===== src/pkg/casa_regs.vh =====
/*
  constants for the command-driven async serial adapter: command codes,
  status and control bit positions, baud divider table inputs.
  assumes inclusion by the adapter top, its checker and the bench.
*/
`ifndef CASA_REGS_VH
`define CASA_REGS_VH

// select code naming this adapter
`define CASA_SEL_CODE        8'hf0
// command codes on the command port
`define CASA_CMD_SEL         3'h0
`define CASA_CMD_CLEAR       3'h1
`define CASA_CMD_STATUS      3'h2
`define CASA_CMD_WRITE       3'h3
`define CASA_CMD_READ        3'h4
`define CASA_CMD_MODEM       3'h5
`define CASA_CMD_PARAM       3'h6
// status byte bits
`define CASA_ST_RXAVAIL      7
`define CASA_ST_TXNEED       6
`define CASA_ST_ERROR        5
`define CASA_ST_CTS          4
`define CASA_ST_DSR          1
// modem control bits
`define CASA_MC_BREAK        3
`define CASA_MC_DTR          1
`define CASA_MC_RTS          0
// parameter byte bits
`define CASA_PR_TWOSTOP      7
`define CASA_PR_EIGHT        6
`define CASA_PR_NOPAR        5
`define CASA_PR_EVEN         4
// reset value of parameter byte: 1 stop, 7 bits, odd parity, 9600
`define CASA_PR_RESET        8'h0e
// clock rate in hz and oversampling
`define CASA_CLK_HZ          20000000
`define CASA_OVS             16
// receive fifo depth
`define CASA_FIFO_DEPTH      8

`endif

===== src/hw/casa_adapter.v =====
/*
  command-driven full-duplex start-stop serial adapter with modem lines.
  assumes commands arrive as one-cycle strobes synchronous to CLK_I and
  modem inputs already synchronous to CLK_I.
*/
// What this block does
// [RULE1] full duplex serial transmit and receive concurrently
// [RULE2] select code f0 makes adapter active
// [RULE3] stays selected until other select; else ignore
// [RULE4] clear aborts, clears rx, error, modem outputs; rx fifo not flushed, a queued char sets avail and its error again
// [RULE5] clear sets transmit-needed flag
// [RULE6] host clears first when state uncertain
// [RULE7] status: rx avail, tx needed, error bits
// [RULE8] error flag holds until next character received
// [RULE9] status bits 4..0 follow modem inputs
// [RULE10] write loads byte, clears tx-needed until sent
// [RULE11] host writes only when character needed
// [RULE12] read returns last character, clears avail
// [RULE13] host reads only when character available
// [RULE14] modem byte: break, dtr, rts outputs
// [RULE15] parameter byte: stops, length, parity enable, even
// [RULE16] low nibble selects one of sixteen baud rates
// [RULE17] framing and baud persist until rewritten
// [RULE18] level 2 request mirrors rx available
// [RULE19] level 1 request mirrors tx needed
// [RULE20] frame: start low, lsb first, parity, stops
// [RULE21] error on parity, stop or overrun
`timescale 1ns/1ps
`include "casa_regs.vh"
module casa_adapter #(
  parameter FIFO_DEPTH = `CASA_FIFO_DEPTH
) (
  // clock and reset
  input  wire       CLK_I,
  input  wire       RESET_N_I,
  // command port
  input  wire       CMD_STB_I,
  input  wire [2:0] CMD_CODE_I,
  input  wire [7:0] CMD_DATA_I,
  output reg  [7:0] RDATA_O,
  output reg        RDATA_VALID_O,
  // interrupt requests
  output reg        IRQ_RX_O,
  output reg        IRQ_TX_O,
  // serial and modem lines
  output reg        TXD_O,
  input  wire       RXD_I,
  output reg        RTS_O,
  output reg        DTR_O,
  input  wire       CTS_I,
  input  wire       DSR_I
);
  // tx states
  localparam TS_IDLE = 4'b0001;
  localparam TS_LOAD = 4'b0010;
  localparam TS_SHFT = 4'b0100;
  localparam TS_DONE = 4'b1000;
  // rx states
  localparam RS_IDLE = 4'b0001;
  localparam RS_STRT = 4'b0010;
  localparam RS_DATA = 4'b0100;
  localparam RS_STOP = 4'b1000;

  reg        sel_q;            // adapter selected
  reg [3:0]  modem_q;          // modem control byte low nibble
  reg [7:0]  param_q;          // line parameter byte
  reg        txneed_q;         // character needed flag
  reg        rxavail_q;        // character available flag
  reg        err_q;            // parity/overrun/framing flag
  reg [7:0]  rxhold_q;         // last delivered character
  reg [15:0] tick_cnt_q;       // oversample divider
  reg        tick_q;           // one-cycle oversample tick
  reg [15:0] div_d;            // divider for chosen baud

  // tx side
  reg [3:0]  ts_q;             // tx state
  reg [11:0] tsh_q;            // tx shift register, lsb out first
  reg [3:0]  tbits_q;          // bits left in frame
  reg [3:0]  tsub_q;           // tick count within bit
  reg [7:0]  thold_q;          // byte waiting to go

  // rx side
  reg [3:0]  rs_q;             // rx state
  reg [3:0]  rsub_q;           // tick count within bit
  reg [3:0]  rbits_q;          // data and parity bits left
  reg [8:0]  rsh_q;            // data plus parity collected
  reg        rpar_q;           // parity error seen
  reg        push_q;           // completed character strobe
  reg [8:0]  pword_q;          // completed char, bit 8 = bad frame

  wire       stb_sel;          // decoded strobes
  wire       act;
  wire       c_clear;
  wire       c_write;
  wire       c_read;
  wire       f_in_rdy;
  wire       f_out_vld;
  wire [8:0] f_out;
  wire       f_pop;
  wire [3:0] dbits;            // data bits per frame
  wire       par_en;

  assign stb_sel = CMD_STB_I & (CMD_CODE_I == `CASA_CMD_SEL);
  assign act     = CMD_STB_I & sel_q;                        // see [RULE3]
  assign c_clear = act & (CMD_CODE_I == `CASA_CMD_CLEAR);
  assign c_write = act & (CMD_CODE_I == `CASA_CMD_WRITE);
  assign c_read  = act & (CMD_CODE_I == `CASA_CMD_READ);
  assign dbits   = param_q[`CASA_PR_EIGHT] ? 4'h8 : 4'h7;
  assign par_en  = ~param_q[`CASA_PR_NOPAR];
  // drain fifo into holding register when holding is free
  assign f_pop   = f_out_vld & (~rxavail_q | c_read) & ~c_clear;

  // baud divider: clock / (16 * baud), rounded; 134.5 gives 9294
  always @* begin
    case (param_q[3:0])                                      // see [RULE16]
      4'h0:    div_d = 16'd25000;
      4'h1:    div_d = 16'd16667;
      4'h2:    div_d = 16'd11364;
      4'h3:    div_d = 16'd9294;
      4'h4:    div_d = 16'd8333;
      4'h5:    div_d = 16'd4167;
      4'h6:    div_d = 16'd2083;
      4'h7:    div_d = 16'd1042;
      4'h8:    div_d = 16'd694;
      4'h9:    div_d = 16'd625;
      4'ha:    div_d = 16'd521;
      4'hb:    div_d = 16'd347;
      4'hc:    div_d = 16'd260;
      4'hd:    div_d = 16'd174;
      4'he:    div_d = 16'd130;
      default: div_d = 16'd65;
    endcase
  end

  // shared oversample tick for both directions
  always @(posedge CLK_I or negedge RESET_N_I) begin
    if (!RESET_N_I) begin
      tick_cnt_q <= 16'h0000;
      tick_q     <= 1'b0;
    end else if (tick_cnt_q >= div_d - 16'h0001) begin
      tick_cnt_q <= 16'h0000;
      tick_q     <= 1'b1;
    end else begin
      tick_cnt_q <= tick_cnt_q + 16'h0001;
      tick_q     <= 1'b0;
    end
  end

  // selection and configuration registers
  always @(posedge CLK_I or negedge RESET_N_I) begin
    if (!RESET_N_I) begin
      sel_q   <= 1'b0;
      modem_q <= 4'h0;
      param_q <= `CASA_PR_RESET;
    end else begin
      if (stb_sel) begin
        sel_q <= (CMD_DATA_I == `CASA_SEL_CODE);             // see [RULE2]
      end
      if (c_clear) begin
        modem_q <= 4'h0;                                     // see [RULE4]
      end else if (act & (CMD_CODE_I == `CASA_CMD_MODEM)) begin
        modem_q <= CMD_DATA_I[3:0];                          // see [RULE14]
      end
      if (act & (CMD_CODE_I == `CASA_CMD_PARAM)) begin
        param_q <= CMD_DATA_I;                               // see [RULE15] [RULE17]
      end
    end
  end

  // flags, holding register and read answers
  always @(posedge CLK_I or negedge RESET_N_I) begin
    if (!RESET_N_I) begin
      txneed_q      <= 1'b1;
      rxavail_q     <= 1'b0;
      err_q         <= 1'b0;
      rxhold_q      <= 8'h00;
      RDATA_O       <= 8'h00;
      RDATA_VALID_O <= 1'b0;
    end else begin
      RDATA_VALID_O <= 1'b0;
      if (act & (CMD_CODE_I == `CASA_CMD_STATUS)) begin
        RDATA_O       <= {rxavail_q, txneed_q, err_q, CTS_I, 2'b00, DSR_I, 1'b0}; // see [RULE7] [RULE9]
        RDATA_VALID_O <= 1'b1;
      end else if (c_read) begin
        RDATA_O       <= rxhold_q;                           // see [RULE12]
        RDATA_VALID_O <= 1'b1;
      end
      // transmit-needed: done wins over write
      if (c_clear) begin
        txneed_q <= 1'b1;                                    // see [RULE5]
      end else if (ts_q == TS_DONE) begin
        txneed_q <= 1'b1;
      end else if (c_write) begin
        txneed_q <= 1'b0;                                    // see [RULE10]
      end
      // receive holding and flags
      if (c_clear) begin
        rxavail_q <= 1'b0;                                   // see [RULE4]
        err_q     <= 1'b0;
      end else begin
        if (f_pop) begin
          rxhold_q  <= f_out[7:0];
          rxavail_q <= 1'b1;
          err_q     <= f_out[8];                             // see [RULE8]
        end else if (c_read) begin
          rxavail_q <= 1'b0;                                 // see [RULE12]
        end
        if (push_q & ~f_in_rdy) begin
          err_q <= 1'b1;                                     // see [RULE21]
        end
      end
    end
  end

  // transmitter: start, data lsb first, parity, stop bits
  always @(posedge CLK_I or negedge RESET_N_I) begin
    if (!RESET_N_I) begin
      ts_q    <= TS_IDLE;
      tsh_q   <= 12'hfff;
      tbits_q <= 4'h0;
      tsub_q  <= 4'h0;
      thold_q <= 8'h00;
    end else if (c_clear) begin
      ts_q  <= TS_IDLE;                                      // see [RULE4]
      tsh_q <= 12'hfff;
    end else begin
      case (ts_q)
        TS_IDLE: begin
          if (c_write) begin
            thold_q <= CMD_DATA_I;
            ts_q    <= TS_LOAD;
          end
        end
        TS_LOAD: begin
          // build frame, stop bits are the ones above
          tsh_q <= param_q[`CASA_PR_EIGHT] ?
                   (par_en ? {2'b11, ^thold_q ^ ~param_q[`CASA_PR_EVEN], thold_q, 1'b0} :
                             {3'b111, thold_q, 1'b0}) :
                   (par_en ? {3'b111, ^thold_q[6:0] ^ ~param_q[`CASA_PR_EVEN],
                              thold_q[6:0], 1'b0} :
                             {4'b1111, thold_q[6:0], 1'b0});   // see [RULE20]
          tbits_q <= 4'h1 + dbits + {3'b000, par_en} +
                     (param_q[`CASA_PR_TWOSTOP] ? 4'h2 : 4'h1);
          tsub_q  <= 4'h0;
          ts_q    <= TS_SHFT;
        end
        TS_SHFT: begin
          if (tick_q) begin
            tsub_q <= tsub_q + 4'h1;
            if (tsub_q == 4'hf) begin
              tsh_q   <= {1'b1, tsh_q[11:1]};
              tbits_q <= tbits_q - 4'h1;
              if (tbits_q == 4'h1) begin
                ts_q <= TS_DONE;
              end
            end
          end
        end
        TS_DONE: ts_q <= TS_IDLE;
        default: ts_q <= TS_IDLE;
      endcase
    end
  end

  // serial and modem outputs, break forces spacing
  always @(posedge CLK_I or negedge RESET_N_I) begin
    if (!RESET_N_I) begin
      TXD_O    <= 1'b1;
      RTS_O    <= 1'b0;
      DTR_O    <= 1'b0;
      IRQ_RX_O <= 1'b0;
      IRQ_TX_O <= 1'b0;
    end else begin
      TXD_O    <= modem_q[`CASA_MC_BREAK] ? 1'b0 :
                  ((ts_q == TS_SHFT) ? tsh_q[0] : 1'b1);     // see [RULE14] [RULE1]
      RTS_O    <= modem_q[`CASA_MC_RTS];
      DTR_O    <= modem_q[`CASA_MC_DTR];
      IRQ_RX_O <= rxavail_q;                                 // see [RULE18]
      IRQ_TX_O <= txneed_q;                                  // see [RULE19]
    end
  end

  // receiver: samples mid-bit at tick 8
  always @(posedge CLK_I or negedge RESET_N_I) begin
    if (!RESET_N_I) begin
      rs_q    <= RS_IDLE;
      rsub_q  <= 4'h0;
      rbits_q <= 4'h0;
      rsh_q   <= 9'h000;
      push_q  <= 1'b0;
      pword_q <= 9'h000;
    end else if (c_clear) begin
      rs_q   <= RS_IDLE;                                     // see [RULE4]
      push_q <= 1'b0;
    end else begin
      push_q <= 1'b0;
      case (rs_q)
        RS_IDLE: begin
          rsub_q <= 4'h0;
          if (~RXD_I) begin
            rs_q <= RS_STRT;
          end
        end
        RS_STRT: begin
          if (tick_q) begin
            rsub_q <= rsub_q + 4'h1;
            if (rsub_q == 4'h7) begin
              rsub_q  <= 4'h0;
              rbits_q <= dbits + {3'b000, par_en};
              rsh_q   <= 9'h000;
              rs_q    <= RXD_I ? RS_IDLE : RS_DATA;          // glitch rejected
            end
          end
        end
        RS_DATA: begin
          if (tick_q) begin
            rsub_q <= rsub_q + 4'h1;
            if (rsub_q == 4'hf) begin
              rsh_q   <= {RXD_I, rsh_q[8:1]};
              rbits_q <= rbits_q - 4'h1;
              if (rbits_q == 4'h1) begin
                rs_q <= RS_STOP;
              end
            end
          end
        end
        RS_STOP: begin
          if (tick_q) begin
            rsub_q <= rsub_q + 4'h1;
            if (rsub_q == 4'hf) begin
              push_q <= 1'b1;
              rs_q   <= RS_IDLE;
              // align collected bits and check parity and stop
              pword_q <= {~RXD_I | (par_en & rpar_q),
                          rx_data(rsh_q, dbits, par_en)};    // see [RULE21]
            end
          end
        end
        default: rs_q <= RS_IDLE;
      endcase
    end
  end

  // parity error detector, combinational over collected bits
  always @* begin
    if (param_q[`CASA_PR_EIGHT]) begin
      rpar_q = par_en & ((^rsh_q[8:0]) ^ ~param_q[`CASA_PR_EVEN]);
    end else begin
      rpar_q = par_en & ((^rsh_q[8:1]) ^ ~param_q[`CASA_PR_EVEN]);
    end
  end

  // right-align received data bits
  function [7:0] rx_data;
    input [8:0] sh;
    input [3:0] nb;
    input       pe;
    begin
      case ({nb == 4'h8, pe})
        2'b11:   rx_data = sh[7:0];
        2'b10:   rx_data = sh[8:1];
        2'b01:   rx_data = {1'b0, sh[7:1]};
        default: rx_data = {1'b0, sh[8:2]};
      endcase
    end
  endfunction

  // receive buffer between deserialiser and holding register
  casa_fifo #(
    .WIDTH (9),
    .DEPTH (FIFO_DEPTH),
    .AW    (3)
  ) u_rxfifo (
    .clk_i       (CLK_I),
    .reset_n_i   (RESET_N_I),
    .in_valid_i  (push_q),
    .in_ready_o  (f_in_rdy),
    .in_data_i   (pword_q),
    .out_valid_o (f_out_vld),
    .out_ready_i (f_pop),
    .out_data_o  (f_out)
  );
endmodule // casa_adapter


===== src/hw/casa_fifo.v =====
/*
  small synchronous fifo with valid/ready on both sides.
  assumes one clock and an asynchronous active-low reset.
*/
`timescale 1ns/1ps
module casa_fifo #(
  parameter WIDTH = 9,
  parameter DEPTH = 8,
  parameter AW    = 3
) (
  // clock and reset
  input  wire             clk_i,
  input  wire             reset_n_i,
  // fill side
  input  wire             in_valid_i,
  output wire             in_ready_o,
  input  wire [WIDTH-1:0] in_data_i,
  // drain side
  output wire             out_valid_o,
  input  wire             out_ready_i,
  output wire [WIDTH-1:0] out_data_o
);
  reg [WIDTH-1:0] mem_q [0:DEPTH-1];  // storage
  reg [AW-1:0]    wr_q;               // write pointer
  reg [AW-1:0]    rd_q;               // read pointer
  reg [AW:0]      cnt_q;              // fill level
  wire            push;               // accepted write
  wire            pop;                // accepted read

  assign in_ready_o  = (cnt_q != DEPTH[AW:0]);
  assign out_valid_o = (cnt_q != {(AW+1){1'b0}});
  assign out_data_o  = mem_q[rd_q];
  assign push        = in_valid_i & in_ready_o;
  assign pop         = out_valid_o & out_ready_i;

  // storage write, no reset needed
  always @(posedge clk_i) begin
    if (push) begin
      mem_q[wr_q] <= in_data_i;
    end
  end

  // pointers and level
  always @(posedge clk_i or negedge reset_n_i) begin
    if (!reset_n_i) begin
      wr_q  <= {AW{1'b0}};
      rd_q  <= {AW{1'b0}};
      cnt_q <= {(AW+1){1'b0}};
    end else begin
      if (push) begin
        wr_q <= (wr_q == DEPTH[AW-1:0] - 1'b1) ? {AW{1'b0}} : wr_q + 1'b1;
      end
      if (pop) begin
        rd_q <= (rd_q == DEPTH[AW-1:0] - 1'b1) ? {AW{1'b0}} : rd_q + 1'b1;
      end
      if (push & ~pop) begin
        cnt_q <= cnt_q + 1'b1;
      end else if (pop & ~push) begin
        cnt_q <= cnt_q - 1'b1;
      end
    end
  end
endmodule // casa_fifo


===== config.mk =====
export PLATFORM = sky130hd
export DESIGN_NAME = casa_adapter
export DESIGN_NICKNAME = d
export VERILOG_FILES = /design/src/hw/casa_adapter.v /design/src/hw/casa_fifo.v
export VERILOG_INCLUDE_DIRS = /design/src /design/src/pkg
export SDC_FILE = /design/constraint.sdc
export NUM_CORES = 1
export LEC_CHECK = 0
export BUFFER_PORTS_ARGS = -buffer_cell sky130_fd_sc_hd__buf_2
export CELL_PAD_IN_SITES_DETAIL_PLACEMENT = 1
export CELL_PAD_IN_SITES_GLOBAL_PLACEMENT = 2
export CORE_UTILIZATION = 29
export CTS_CLUSTER_DIAMETER = 120
export DETAILED_ROUTE_END_ITERATION = 6
export PLACE_DENSITY = 0.59
export RECOVER_POWER = 25
export SLEW_MARGIN = 20
export SYNTH_ARGS = -nofsm -noshare
export SYNTH_HDL_FRONTEND = slang
export SYNTH_SLANG_ARGS = --single-unit

===== constraint.sdc =====
create_clock -name CLK_I -period 4.63 [get_ports CLK_I]
set_clock_uncertainty 0.1 [all_clocks]
set_input_delay 0.6945 -clock CLK_I [delete_from_list [all_inputs] [get_ports CLK_I]]
set_output_delay 0.6945 -clock CLK_I [all_outputs]
set_load 0.005 [all_outputs]

==> impl_results.md, run 1 <==
- Count of input and output buffers: 30
- Syn. warnings: 0
- VDD IR max: 0.247 mV
- H-tree level count: 4
- Async S/R FF share, synth: 63.5%
- Final instance area: 11,200 sq um
- Comb power frac: 9.7%
- Most used DFF post-synth: dfrtp_1
- Slew Limit Fails: 76
- Worst skew pair latency: 0.44 ns
- Via Count: 6,619
- EDFF count, synth: 72
- Synth Net Count: 946
- Seq/Total Area, Yosys: 53.3%
- Failing checks: max-capacitance violations, max-slew violations
- Syn_area_per_cell: 11.3 sq um
- Crit-path max FO: 17
- Internal power: 2.79 mW
- Final #Nets: 974
- CTS tree: done
- Die Area: 35,100 sq um
- Leakage Power: 4.56 nW
- Maximum clock path buffer count: 2
- RD Place Congestion: 0.719
- Worst Setup Start Kind: flop
- Fmax: 0.246 GHz
- Ports: 31
- Min Tclk post-route: 4.07 ns
- Residual DRC: 0
- Yosys reg bits: 197
- Slew headroom: -34.2%
- Ant. Diodes: 0
- Drt pass-1 iters: 5
- Switching share of power: 27.7%
- Finish-stage setup viols: 0
- WS Path Type: flop to flop
- Share of layout cells above drive strength 1: 16.9%
- Total gr overflow: 0
- DRT antenna net count: 0
- Hpwl dp: 16.4 mm
- Final hold vios: 0
- First-pass GRT wire length: 40.0 mm
- HP Class: flop to flop
- Placed Area: 10,600 sq um
- Global Route Usage Sum: 14.6%
- Status: complete, but fails checks
- Drt total wl: 23.8 mm
- Core Footprint: 33,700 sq um
- RSZ-0062 raised after global routing: false
- Total negative slack: 0 ns
- Largest net degree at the start of global routing: 76
- Switch Pwr: 1.07 mW
- Initial antenna violation count: 1
- CTS clock-pin slew for the worst setup and hold paths: 0.07 ns
- Post CTS Setup Buffer Count: 0
- Clk pwr share: 39.9%
- Max-Cap Viols: 1
- Die width: 187 microns
- Final period util: 87.9%
- WP data required: 4.90 ns
- Row count: 67
- TritonCTS Sinks: 197
- CP Capture Type: flop
- Synth unique cells: 64
- Reg power frac: 50.4%
- Die Ht: 187 microns
- Starting Density: 29.6%
- Worst slew pin tran: 2.01 ns
- Vias per std cell: 4.84
- Post-Syn Instances: 878
- Number of global-route vias before repair: 7,261
- Mapped Area: 9960 sq um
- Root Buffer: clkbuf_16
- Layout area overhead: 12.9%
- Pwr/cell area: 343 nW/um^2
- Critical Path AT: 4.34 ns
- Fin util: 33.4%
- WL per Instance: 17.4 microns
- CTS buffer count: 17
- Iteration-0 DRC Markers: 238
==> synth_stat cells (all sizes together) (7+ instances only) <==
| cell | number | area share [%] |
|---|---|---|
| a21o | 12 | 0.90 |
| a21oi | 32 | 1.6 |
| a22oi | 12 | 0.90 |
| a31oi | 7 | 0.44 |
| a41oi | 7 | 0.62 |
| and3 | 7 | 0.44 |
| buf | 21 | 1.3 |
| clkbuf | 18 | 0.69 |
| dfrtp | 108 | 27 |
| dfstp | 17 | 4.5 |
| edfxtp | 72 | 22 |
| ha | 50 | 6.3 |
| inv | 33 | 1.2 |
| mux2 | 21 | 2.4 |
| mux2i | 20 | 2.0 |
| mux4 | 20 | 4.5 |
| nand2 | 114 | 4.3 |
| nand2b | 12 | 0.75 |
| nand3 | 27 | 1.4 |
| nand4 | 8 | 0.50 |
| nor2 | 64 | 2.5 |
| nor2b | 7 | 0.44 |
| nor3 | 20 | 1.1 |
| nor3b | 7 | 0.53 |
| o21ai | 56 | 2.8 |
| xnor2 | 34 | 3.0 |
| xor2 | 11 | 0.97 |
==> flip-flops by register name, summed over array words and instances (netlist names), 4 cells and up <==
name / cells
rxhold_q: 8
RDATA_O: 8
u_rxfifo.cnt_q: 4
pword_q: 9
param_q: 8
tsub_q: 4
tbits_q: 4
rbits_q: 4
thold_q: 8
tsh_q: 10
rsh_q: 9
ts_q: 4
rsub_q: 4
u_rxfifo.mem_q: 72
rs_q: 4
tick_cnt_q: 16
==> cell type report <==
type                            count  area (sq um)
Clock buffer                       17           425
Timing Repair Buffer               48           285
Sequential cell                   197          5310
Fill cell                        3745         22500
Tap cell                          448           561
Clock inverter                     15           180
Multi-Input combinational cell    609          4360
Inverter                           33           124
==> power by group through the flow <==
stage | registers [mW] | clock network [mW] | logic [mW]
detailed placement | 1.98 | 0 | 0.385
finish | 1.94 | 1.54 | 0.375
global placement | 1.99 | 0 | 0.376
CTS | 1.95 | 1.61 | 0.387
global route | 1.96 | 1.67 | 0.450
floorplan | 1.93 | 0 | 0.309
==> timing repair <==
action / 4_1_cts / 5_1_grt
hold buffers: 0 / 0
setup endpoints to repair: 0 / 1
gates resized for setup: 0 / 1
==> worst paths after layout <==
check | start | endpoint | slack, ns | cells after the start
worst max register to register | param_q[1] | tick_cnt_q[12] | 0.56 | 19
min in group asynchronous | RESET_N_I | IRQ_RX_O | 0.71 | 1
worst max-delay path | param_q[1] | tick_cnt_q[12] | 0.56 | 19
worst min register to register | modem_q[0] | RTS_O | 0.29 | 0
max in group asynchronous | RESET_N_I | param_q[1] | 2.32 | 2
worst min-delay path | modem_q[0] | RTS_O | 0.29 | 0
==> per-layer routing <==
layer,part of all wire [%],wire (microns),up-vias,track usage (%)
li1,-,-,3217,-
met1,49,11500,3327,19.0
met2,48,11400,61,24.4
met3,2.4,560,14,3.02
met4,1.2,289,0,4.10
met5,0,0,-,0
==> cell families (layout without fill, tap and decap cells) <==
group	after synthesis	in the layout	synth area share (%)
AO/OA/AOI/OAI	159	159	10.0
buffers and inverters	72	113	3.22
XOR/XNOR	45	45	3.96
flip-flops	197	197	53.3
multiplexers	61	61	8.95
AND/OR/NAND/NOR	293	293	14.0
adder cells (fa/ha/maj)	51	51	6.48
==> through the flow <==
step / worst slack, ns / hold slack, ns / total power, mW / instances
final: 0.561 / 0.292 / 3.86 / 1367
after global routing: 0.136 / 0.308 / 4.08 / 1367
after CTS: 0.384 / 0.206 / 3.94 / 1367
after detailed placement: 0.414 / 0.277 / 2.37 / 1335
after global placement: 0.506 / 0.279 / 2.36 / 1335
after floorplan: 0.689 / 0.254 / 2.24 / 878
==> critical path, cell delays in order, from the launching register on <==
cell and delay (ns):
dfstp_2 0.66, inv_2 0.13, ha_1 0.32, or2_2 0.28
nand3_1 0.08, o21a_1 0.17, inv_1 0.05, ha_1 0.21
inv_1 0.06, a21oi_1 0.08, and4_1 0.24, a211oi_1 0.24
a31oi_1 0.08, ha_1 0.19, a21o_1 0.17, a21o_1 0.17
a21oi_1 0.12, o21ai_0 0.10, a41o_2 0.38, nor2_1 0.16
==> placed cells by master (no fill, tap or decap), drive strengths merged, types with 27 or more instances in the layout <==
master and n:
inv 41, ha 50, nor2 64, dfrtp 108
nand3 27, nand2 114, xnor2 34, edfxtp 72
buf 47, o21ai 56, a21oi 32
(Power assumes the default switching activity.)
==> run 2, diff against run 1 <==
Settings changed: PLACE_DENSITY 0.59 to unset, PLACE_DENSITY_LB_ADDON set to 0.08.
==> impl_results.md, run 2 (same netlist as run 1, synthesis figures left out) <==
- Die width: 187 microns (unchanged)
- Switch Pwr: 1.11 mW (+4.2%)
- Worst skew pair latency: 0.45 ns (about the same)
- Via Count: 6,699 (+1.2%)
- Slew headroom: -127% (-93 points)
- Layout area overhead: 12.7%
- Worst path cell trace: inv_2 > ha_1 > or2_2 > nand3_1 > o21a_1 > inv_1 > ha_1 > inv_1 > a21oi_1 > and4_1 > a211oi_1 > a31oi_1 > ha_1 > a21o_1 > a21o_1 > a21oi_1 > o21ai_0 > a41o_1 > nor2_1
- Starting Density: 29.6% (unchanged)
- TritonCTS Sinks: 197 (unchanged)
- Switching share of power: 28.8% (+1.1 points)
- First-pass GRT wire length: 40.9 mm (+2.2%)
- Row count: 67 (unchanged)
- Most used cell, CP: ha_1
- Most frequent cells in the layout: 114 x nand2_1, 107 x dfrtp_1, 72 x edfxtp_1
- Fmax: 0.239 GHz (-2.7%)
- Met2 usage: 26.3% (+2.0 points)
- Number of global-route vias before repair: 7,214 (-0.65%)
- Internal power: 2.76 mW (-1.2%)
- Count of input and output buffers: 30 (unchanged)
- Final instance area: 11,200 sq um (-0.19%)
- CTS buffer count: 17 (unchanged)
- Comb power frac: 9.9% (+0.2 points)
- Residual DRC: 0 (unchanged)
- Pwr/cell area: 345 nW/um^2 (+0.46%)
- Grt met1 use: 18.3% (-0.75 points)
- RD Place Congestion: 0.776 (+7.9%)
- Share of layout cells above drive strength 1: 16.9% (+0.074 points)
- WP data required: 4.90 ns (about the same)
- HP Class: flop to flop
- Largest net degree at the start of global routing: 56 (-26%)
- Core Footprint: 33,700 sq um (unchanged)
- Status: complete, but fails checks
- Initial antenna violation count: 0 (-1)
- Max-Cap Viols: 1 (unchanged)
- Die Ht: 187 microns (unchanged)
- Final #Nets: 970 (-0.41%)
- Worst slew pin tran: 3.40 ns (+1.39 ns)
- CP Capture Type: flop
- Final hold vios: 0 (unchanged)
- Placed Area: 10,600 sq um (-0.19%)
- Ports: 31 (unchanged)
- Max reg flops: 72 (unchanged)
- Reg power frac: 50.2% (-0.2 points)
- WHS: 0.286 ns (-0.00542 ns)
- DRT antenna net count: 0 (unchanged)
- Largest registers: u_rxfifo.mem_q x72, tick_cnt_q x16, tsh_q x10
- WS Path Type: flop to flop
- WL per Instance: 18.2 microns (+4.6%)
- Die Area: 35,100 sq um (unchanged)
- Failing checks: max-capacitance violations, max-slew violations
- Vias per std cell: 4.91 (+1.5%)
- Global Route Usage Sum: 14.9% (+0.34 points)
- Worst Setup Start Kind: flop
- Met3 GRT Util: 2.48% (-0.54 points)
- Clk pwr share: 39.9% (about the same)
- Final period util: 90.3% (+2.4 points)
- Crit-path max FO: 17 (unchanged)
- Fin util: 33.3% (-0.063 points)
- CTS clock-pin slew for the worst setup and hold paths: 0.09 ns (+0.02 ns)
- Root Buffer: clkbuf_16
- Finish-stage setup viols: 0 (unchanged)
- Total gr overflow: 0 (unchanged)
- Critical Path AT: 4.45 ns (+0.11 ns)
- H-tree level count: 4 (unchanged)
- Hpwl dp: 17.7 mm (+7.9%)
- Ant. Diodes: 0 (unchanged)
- Commonest non-fill, non-tap cell in the layout: nand2_1
- Drt total wl: 24.8 mm (+4.3%)
- Slew Limit Fails: 56 (-26%)
- Global route hottest layer: met2
- Pwr Total: 3.87 mW (+0.27%)
- RSZ-0062 raised after global routing: false
- VDD IR max: 0.262 mV (+6.2%)
- Iteration-0 DRC Markers: 239 (+0.42%)
- Critical Path Max Stage Delay: 0.66 ns (about the same)
- Largest register by flop count: u_rxfifo.mem_q
- Min Tclk post-route: 4.18 ns (+0.112 ns)
- Slowest cell on crit path: dfstp_2
- Drt pass-1 iters: 4 (-1)
- Total negative slack: 0 ns (unchanged)
- CTS tree: done
- Leakage Power: 4.54 nW (-0.37%)
- Maximum clock path buffer count: 2 (unchanged)
-- run 2: what timing repair did --
item                                    in CTS  in global routing
hold buffers                                 0                  0
gates resized for setup                      0                  1
setup buffers                                0                  0
endpoints found under the hold margin        0                  0
endpoints found under the setup margin       0                  5
-- run 2: routing by layer --
metal	share of wire (%)	routed length (microns)	vias to the layer above
li1	-	-	3208
met2	51	12600	57
met1	45	11200	3403
met4	2.1	521	0
met5	0	0	-
met3	1.9	469	31
-- run 2: worst paths after layout --
path | start | slack (ns) | cells past startpoint | to
worst max-delay path | param_q[1] | 0.45 | 19 | tick_cnt_q[13]
worst min-delay path | modem_q[1] | 0.29 | 0 | DTR_O
worst max register to register | param_q[1] | 0.45 | 19 | tick_cnt_q[13]
worst min register to register | modem_q[1] | 0.29 | 0 | DTR_O
max in group asynchronous | RESET_N_I | 1.18 | 2 | param_q[0]
min in group asynchronous | RESET_N_I | 1.28 | 1 | pword_q[2]
-- run 2: through the flow --
step / setup slack [ns] / std cells
3_3_place_gp: 0.561 / 1331
4_1_cts: 0.402 / 1363
6_report: 0.449 / 1363
2_1_floorplan: 0.689 / 878
3_5_place_dp: 0.411 / 1331
5_1_grt: 0.0224 / 1363
-- run 2: cell type report --
type                    count  area (sq um)
multi-input cells         609          4370
clock inverters            15           180
inverters                  33           124
repair buffers             44           254
flip-flops and latches    197          5310
well taps                 448           561
clock buffers              17           425
fillers                  3708         22500
-- run 2: critical path, delay by kind of cell, from the launching register on --
family | cells | cell delay [ns]
AO/OA/AOI/OAI | 9 | 1.56
adder cells (fa/ha/maj) | 3 | 0.74
buffers and inverters | 3 | 0.25
AND/OR/NAND/NOR | 4 | 0.80
flip-flops | 1 | 0.66
-- run 2: power groups by stage --
stage          registers (mW)  clock network [mW]  logic [mW]
2_1_floorplan            1.93                   0       0.309
3_3_place_gp             1.97                   0       0.373
3_5_place_dp             1.98                   0       0.395
4_1_cts                  1.94                1.60       0.398
5_1_grt                  1.96                1.65       0.450
6_report                 1.94                1.54       0.385
==> run 3, diff against run 2 <==
Settings changed: SYNTH_HIERARCHICAL set to 1.
==> impl_results.md, run 3 <==
- Status: complete, but fails checks
- Failing checks: max-capacitance violations, max-slew violations
- CTS clock-pin slew for the worst setup and hold paths: 0.09 ns (about the same)
- Synth unique cells: 72 (+13%)
- Worst skew pair latency: 0.46 ns (about the same)
- Critical Path AT: 4.62 ns (+0.17 ns)
- Mapped Area: 10,100 sq um (+1.8%)
- Worst slew pin tran: 3.30 ns (-0.100 ns)
- WS Path Type: flop to flop
- Iteration-0 DRC Markers: 293 (+23%)
- Largest register by flop count: u_rxfifo/mem_q
- Root Buffer: clkbuf_16
- Post-Syn Instances: 875 (-0.34%)
- Synth area leader: dfrtp_1
- Reg power frac: 50.7% (+0.5 points)
- TritonCTS Sinks: 197 (unchanged)
- Post-CTS Hold Buffers: 0 (unchanged)
- CTS tree: done
- Initial antenna violation count: 3 (+3)
- Most numerous cell in the Yosys netlist: nand2_1
- Layout area overhead: 12.4%
- Commonest non-fill, non-tap cell in the layout: nand2_1
- Slew Limit Fails: 70 (+25%)
- Share of the synthesized area in the top cell type: 26.7% (-0.47 points)
- Max reg flops: 72 (unchanged)
- Die width: 189 microns (+0.87%)
- First-pass GRT wire length: 40.5 mm (-0.88%)
- H-tree level count: 4 (unchanged)
- Switch Pwr: 1.07 mW (-4.4%)
- Crit-path max FO: 17 (unchanged)
- Switching share of power: 28.0% (-0.76 points)
- Row count: 68 (+1.5%)
- Residual DRC: 0 (unchanged)
- Synth Net Count: 943 (-0.32%)
- Grt met1 use: 19.6% (+1.3 points)
- EDFF count, synth: 72 (unchanged)
- Via Count: 6,592 (-1.6%)
- Total gr overflow: 0 (unchanged)
- Total negative slack: 0 ns (unchanged)
- Largest net degree at the start of global routing: 70 (+25%)
- Most used DFF post-synth: dfrtp_1
- Yosys reg bits: 197 (unchanged)
- Count of input and output buffers: 30 (unchanged)
- Met3 GRT Util: 3.26% (+0.79 points)
- Pwr/cell area: 334 nW/um^2 (-3.2%)
- Die Ht: 189 microns (+0.87%)
- Internal power: 2.74 mW (-0.71%)
- VDD IR max: 0.227 mV (-13%)
- Async S/R FF share, synth: 63.5% (unchanged)
- Final WS setup: 0.285 ns (-0.164 ns)
- CTS buffer count: 17 (unchanged)
- Starting Density: 29.4% (-0.14 points)
- Worst Setup Start Kind: flop
- Core Footprint: 34,500 sq um (+2.2%)
- Max-Cap Viols: 1 (unchanged)
- Final instance area: 11,400 sq um (+1.4%)
- Final #Nets: 964 (-0.62%)
- RSZ-0062 raised after global routing: false
- Hpwl dp: 17.4 mm (-1.8%)
- Comb power frac: 10.0% (about the same)
- Most instantiated cells after synthesis: 111 x nand2_1, 108 x dfrtp_1, 78 x nor2_1
- Number of global-route vias before repair: 7,100 (-1.6%)
- HP Class: flop to flop
- Placed Area: 10,800 sq um (+1.5%)
- Global Route Usage Sum: 14.8% (-0.15 points)
- Largest registers: u_rxfifo/mem_q x72, tick_cnt_q x16, tsh_q x10
- Met2 usage: 24.2% (-2.2 points)
- Dpl ws: 0.120 ns (-0.291 ns)
- Vias per std cell: 4.83 (-1.8%)
- Slew headroom: -120% (+6.7 points)
- Dominant cells by area after synthesis: dfrtp_1 27%, edfxtp_1 21%, ha_1 6.2%, mux4_1 4.7%, dfstp_2 4.4%
- Fin util: 33.0% (-0.26 points)
- Clk pwr share: 39.3% (-0.6 points)
- Maximum clock path buffer count: 2 (unchanged)
- Final period util: 93.9% (+3.5 points)
- CP Capture Type: flop
- Global route hottest layer: met2
- Drt total wl: 24.7 mm (-0.38%)
- Fmax: 0.230 GHz (-3.8%)
- Most frequent cells in the layout: 111 x nand2_1, 108 x dfrtp_1, 78 x nor2_1
- Final hold vios: 0 (unchanged)
- Share of layout cells above drive strength 1: 17.3% (+0.33 points)
- Min Tclk post-route: 4.35 ns (+0.164 ns)
- RD Place Congestion: 0.756 (-2.6%)
- WP data required: 4.91 ns (about the same)
- Syn. warnings: 6 (+6)
- WL per Instance: 18.1 microns (-0.59%)
- Finish-stage setup viols: 0 (unchanged)
- DRT antenna net count: 0 (unchanged)
- Drt pass-1 iters: 4 (unchanged)
- Finished Layout Cells: 1,366 (+0.22%)
- Seq/Total Area, Yosys: 52.4% (-0.92 points)
- Die Area: 35,700 sq um (+1.7%)
- Dpl cells: 1,332 (+0.075%)
- Leakage Power: 4.37 nW (-3.8%)
- Ports: 31 (unchanged)
- Syn_area_per_cell: 11.6 sq um (+2.1%)
## run 3: final timing paths
check	start	endpoint	slack [ns]	cells past startpoint
setup / recovery	param_q[1]	tick_cnt_q[9]	0.28	14
hold / removal	modem_q[1]	DTR_O	0.29	0
setup reg to reg	param_q[1]	tick_cnt_q[9]	0.28	14
hold reg to reg	modem_q[1]	DTR_O	0.29	0
max in group asynchronous	RESET_N_I	IRQ_TX_O	1.16	1
min in group asynchronous	RESET_N_I	RDATA_O[0]	1.41	1
## run 3: power by group through the flow
stage                     registers (mW)  logic, mW  clock network [mW]
after floorplan                     1.94      0.282                   0
after global placement              1.96      0.374                   0
after detailed placement            1.97      0.389                   0
after CTS                           1.93      0.387                1.55
after global routing                1.95      0.442                1.62
final                               1.93      0.379                1.49
## run 3: timing repair
action                                  CTS  global route
endpoints found under the setup margin    0            17
gates resized for setup                   0             3
buffers inserted                          0             0
## run 3: logic make-up (layout without fill, tap and decap cells)
group	Yosys count	after routing	share of synthesized area, %
other	0	2	0
and+or+nand+nor	295	295	14.2
muxes	69	69	10.5
adders and majority gates	51	51	6.37
DFF	197	197	52.4
buffers and inverters	63	97	2.72
xor gates and xnor gates	45	45	3.89
AOI/OAI and AO/OA	155	155	9.90
## run 3: stage by stage
step	hold slack, ns	power (mW)
after detailed placement	0.272	2.36
after CTS	0.178	3.87
after global placement	0.263	2.34
after global routing	0.312	4.00
after floorplan	0.254	2.22
final	0.285	3.80
## run 3: layout make-up
cell class / instances / area (sq um)
fillers: 3761 / 23100
flip-flops and latches: 197 / 5310
multi-input cells: 615 / 4590
well taps: 455 / 569
clock buffers: 17 / 425
repair buffers: 40 / 229
clock inverters: 15 / 166
inverters: 25 / 93.8
diodes: 2 / 5.00
## run 3: worst max-delay path, stage by stage, from the launching register on
cell	delay, ns
dfstp_2	0.67
inv_1	0.21
ha_1	0.25
mux4_1	0.54
or2_1	0.34
a2111oi_4	0.37
o21a_4	0.20
a32oi_1	0.12
ha_1	0.32
a21o_1	0.19
a21o_1	0.17
a21oi_1	0.13
o21ai_0	0.10
a41o_2	0.37
nor2_1	0.16
## run 3: layer usage
metal  wire, microns  up-vias  share of wire (%)
met2           11900       49                 48
met5              12        -              0.049
li1                -     3215                  -
met4             250        2                1.0
met3             676       16                2.7
met1           11800     3310                 48
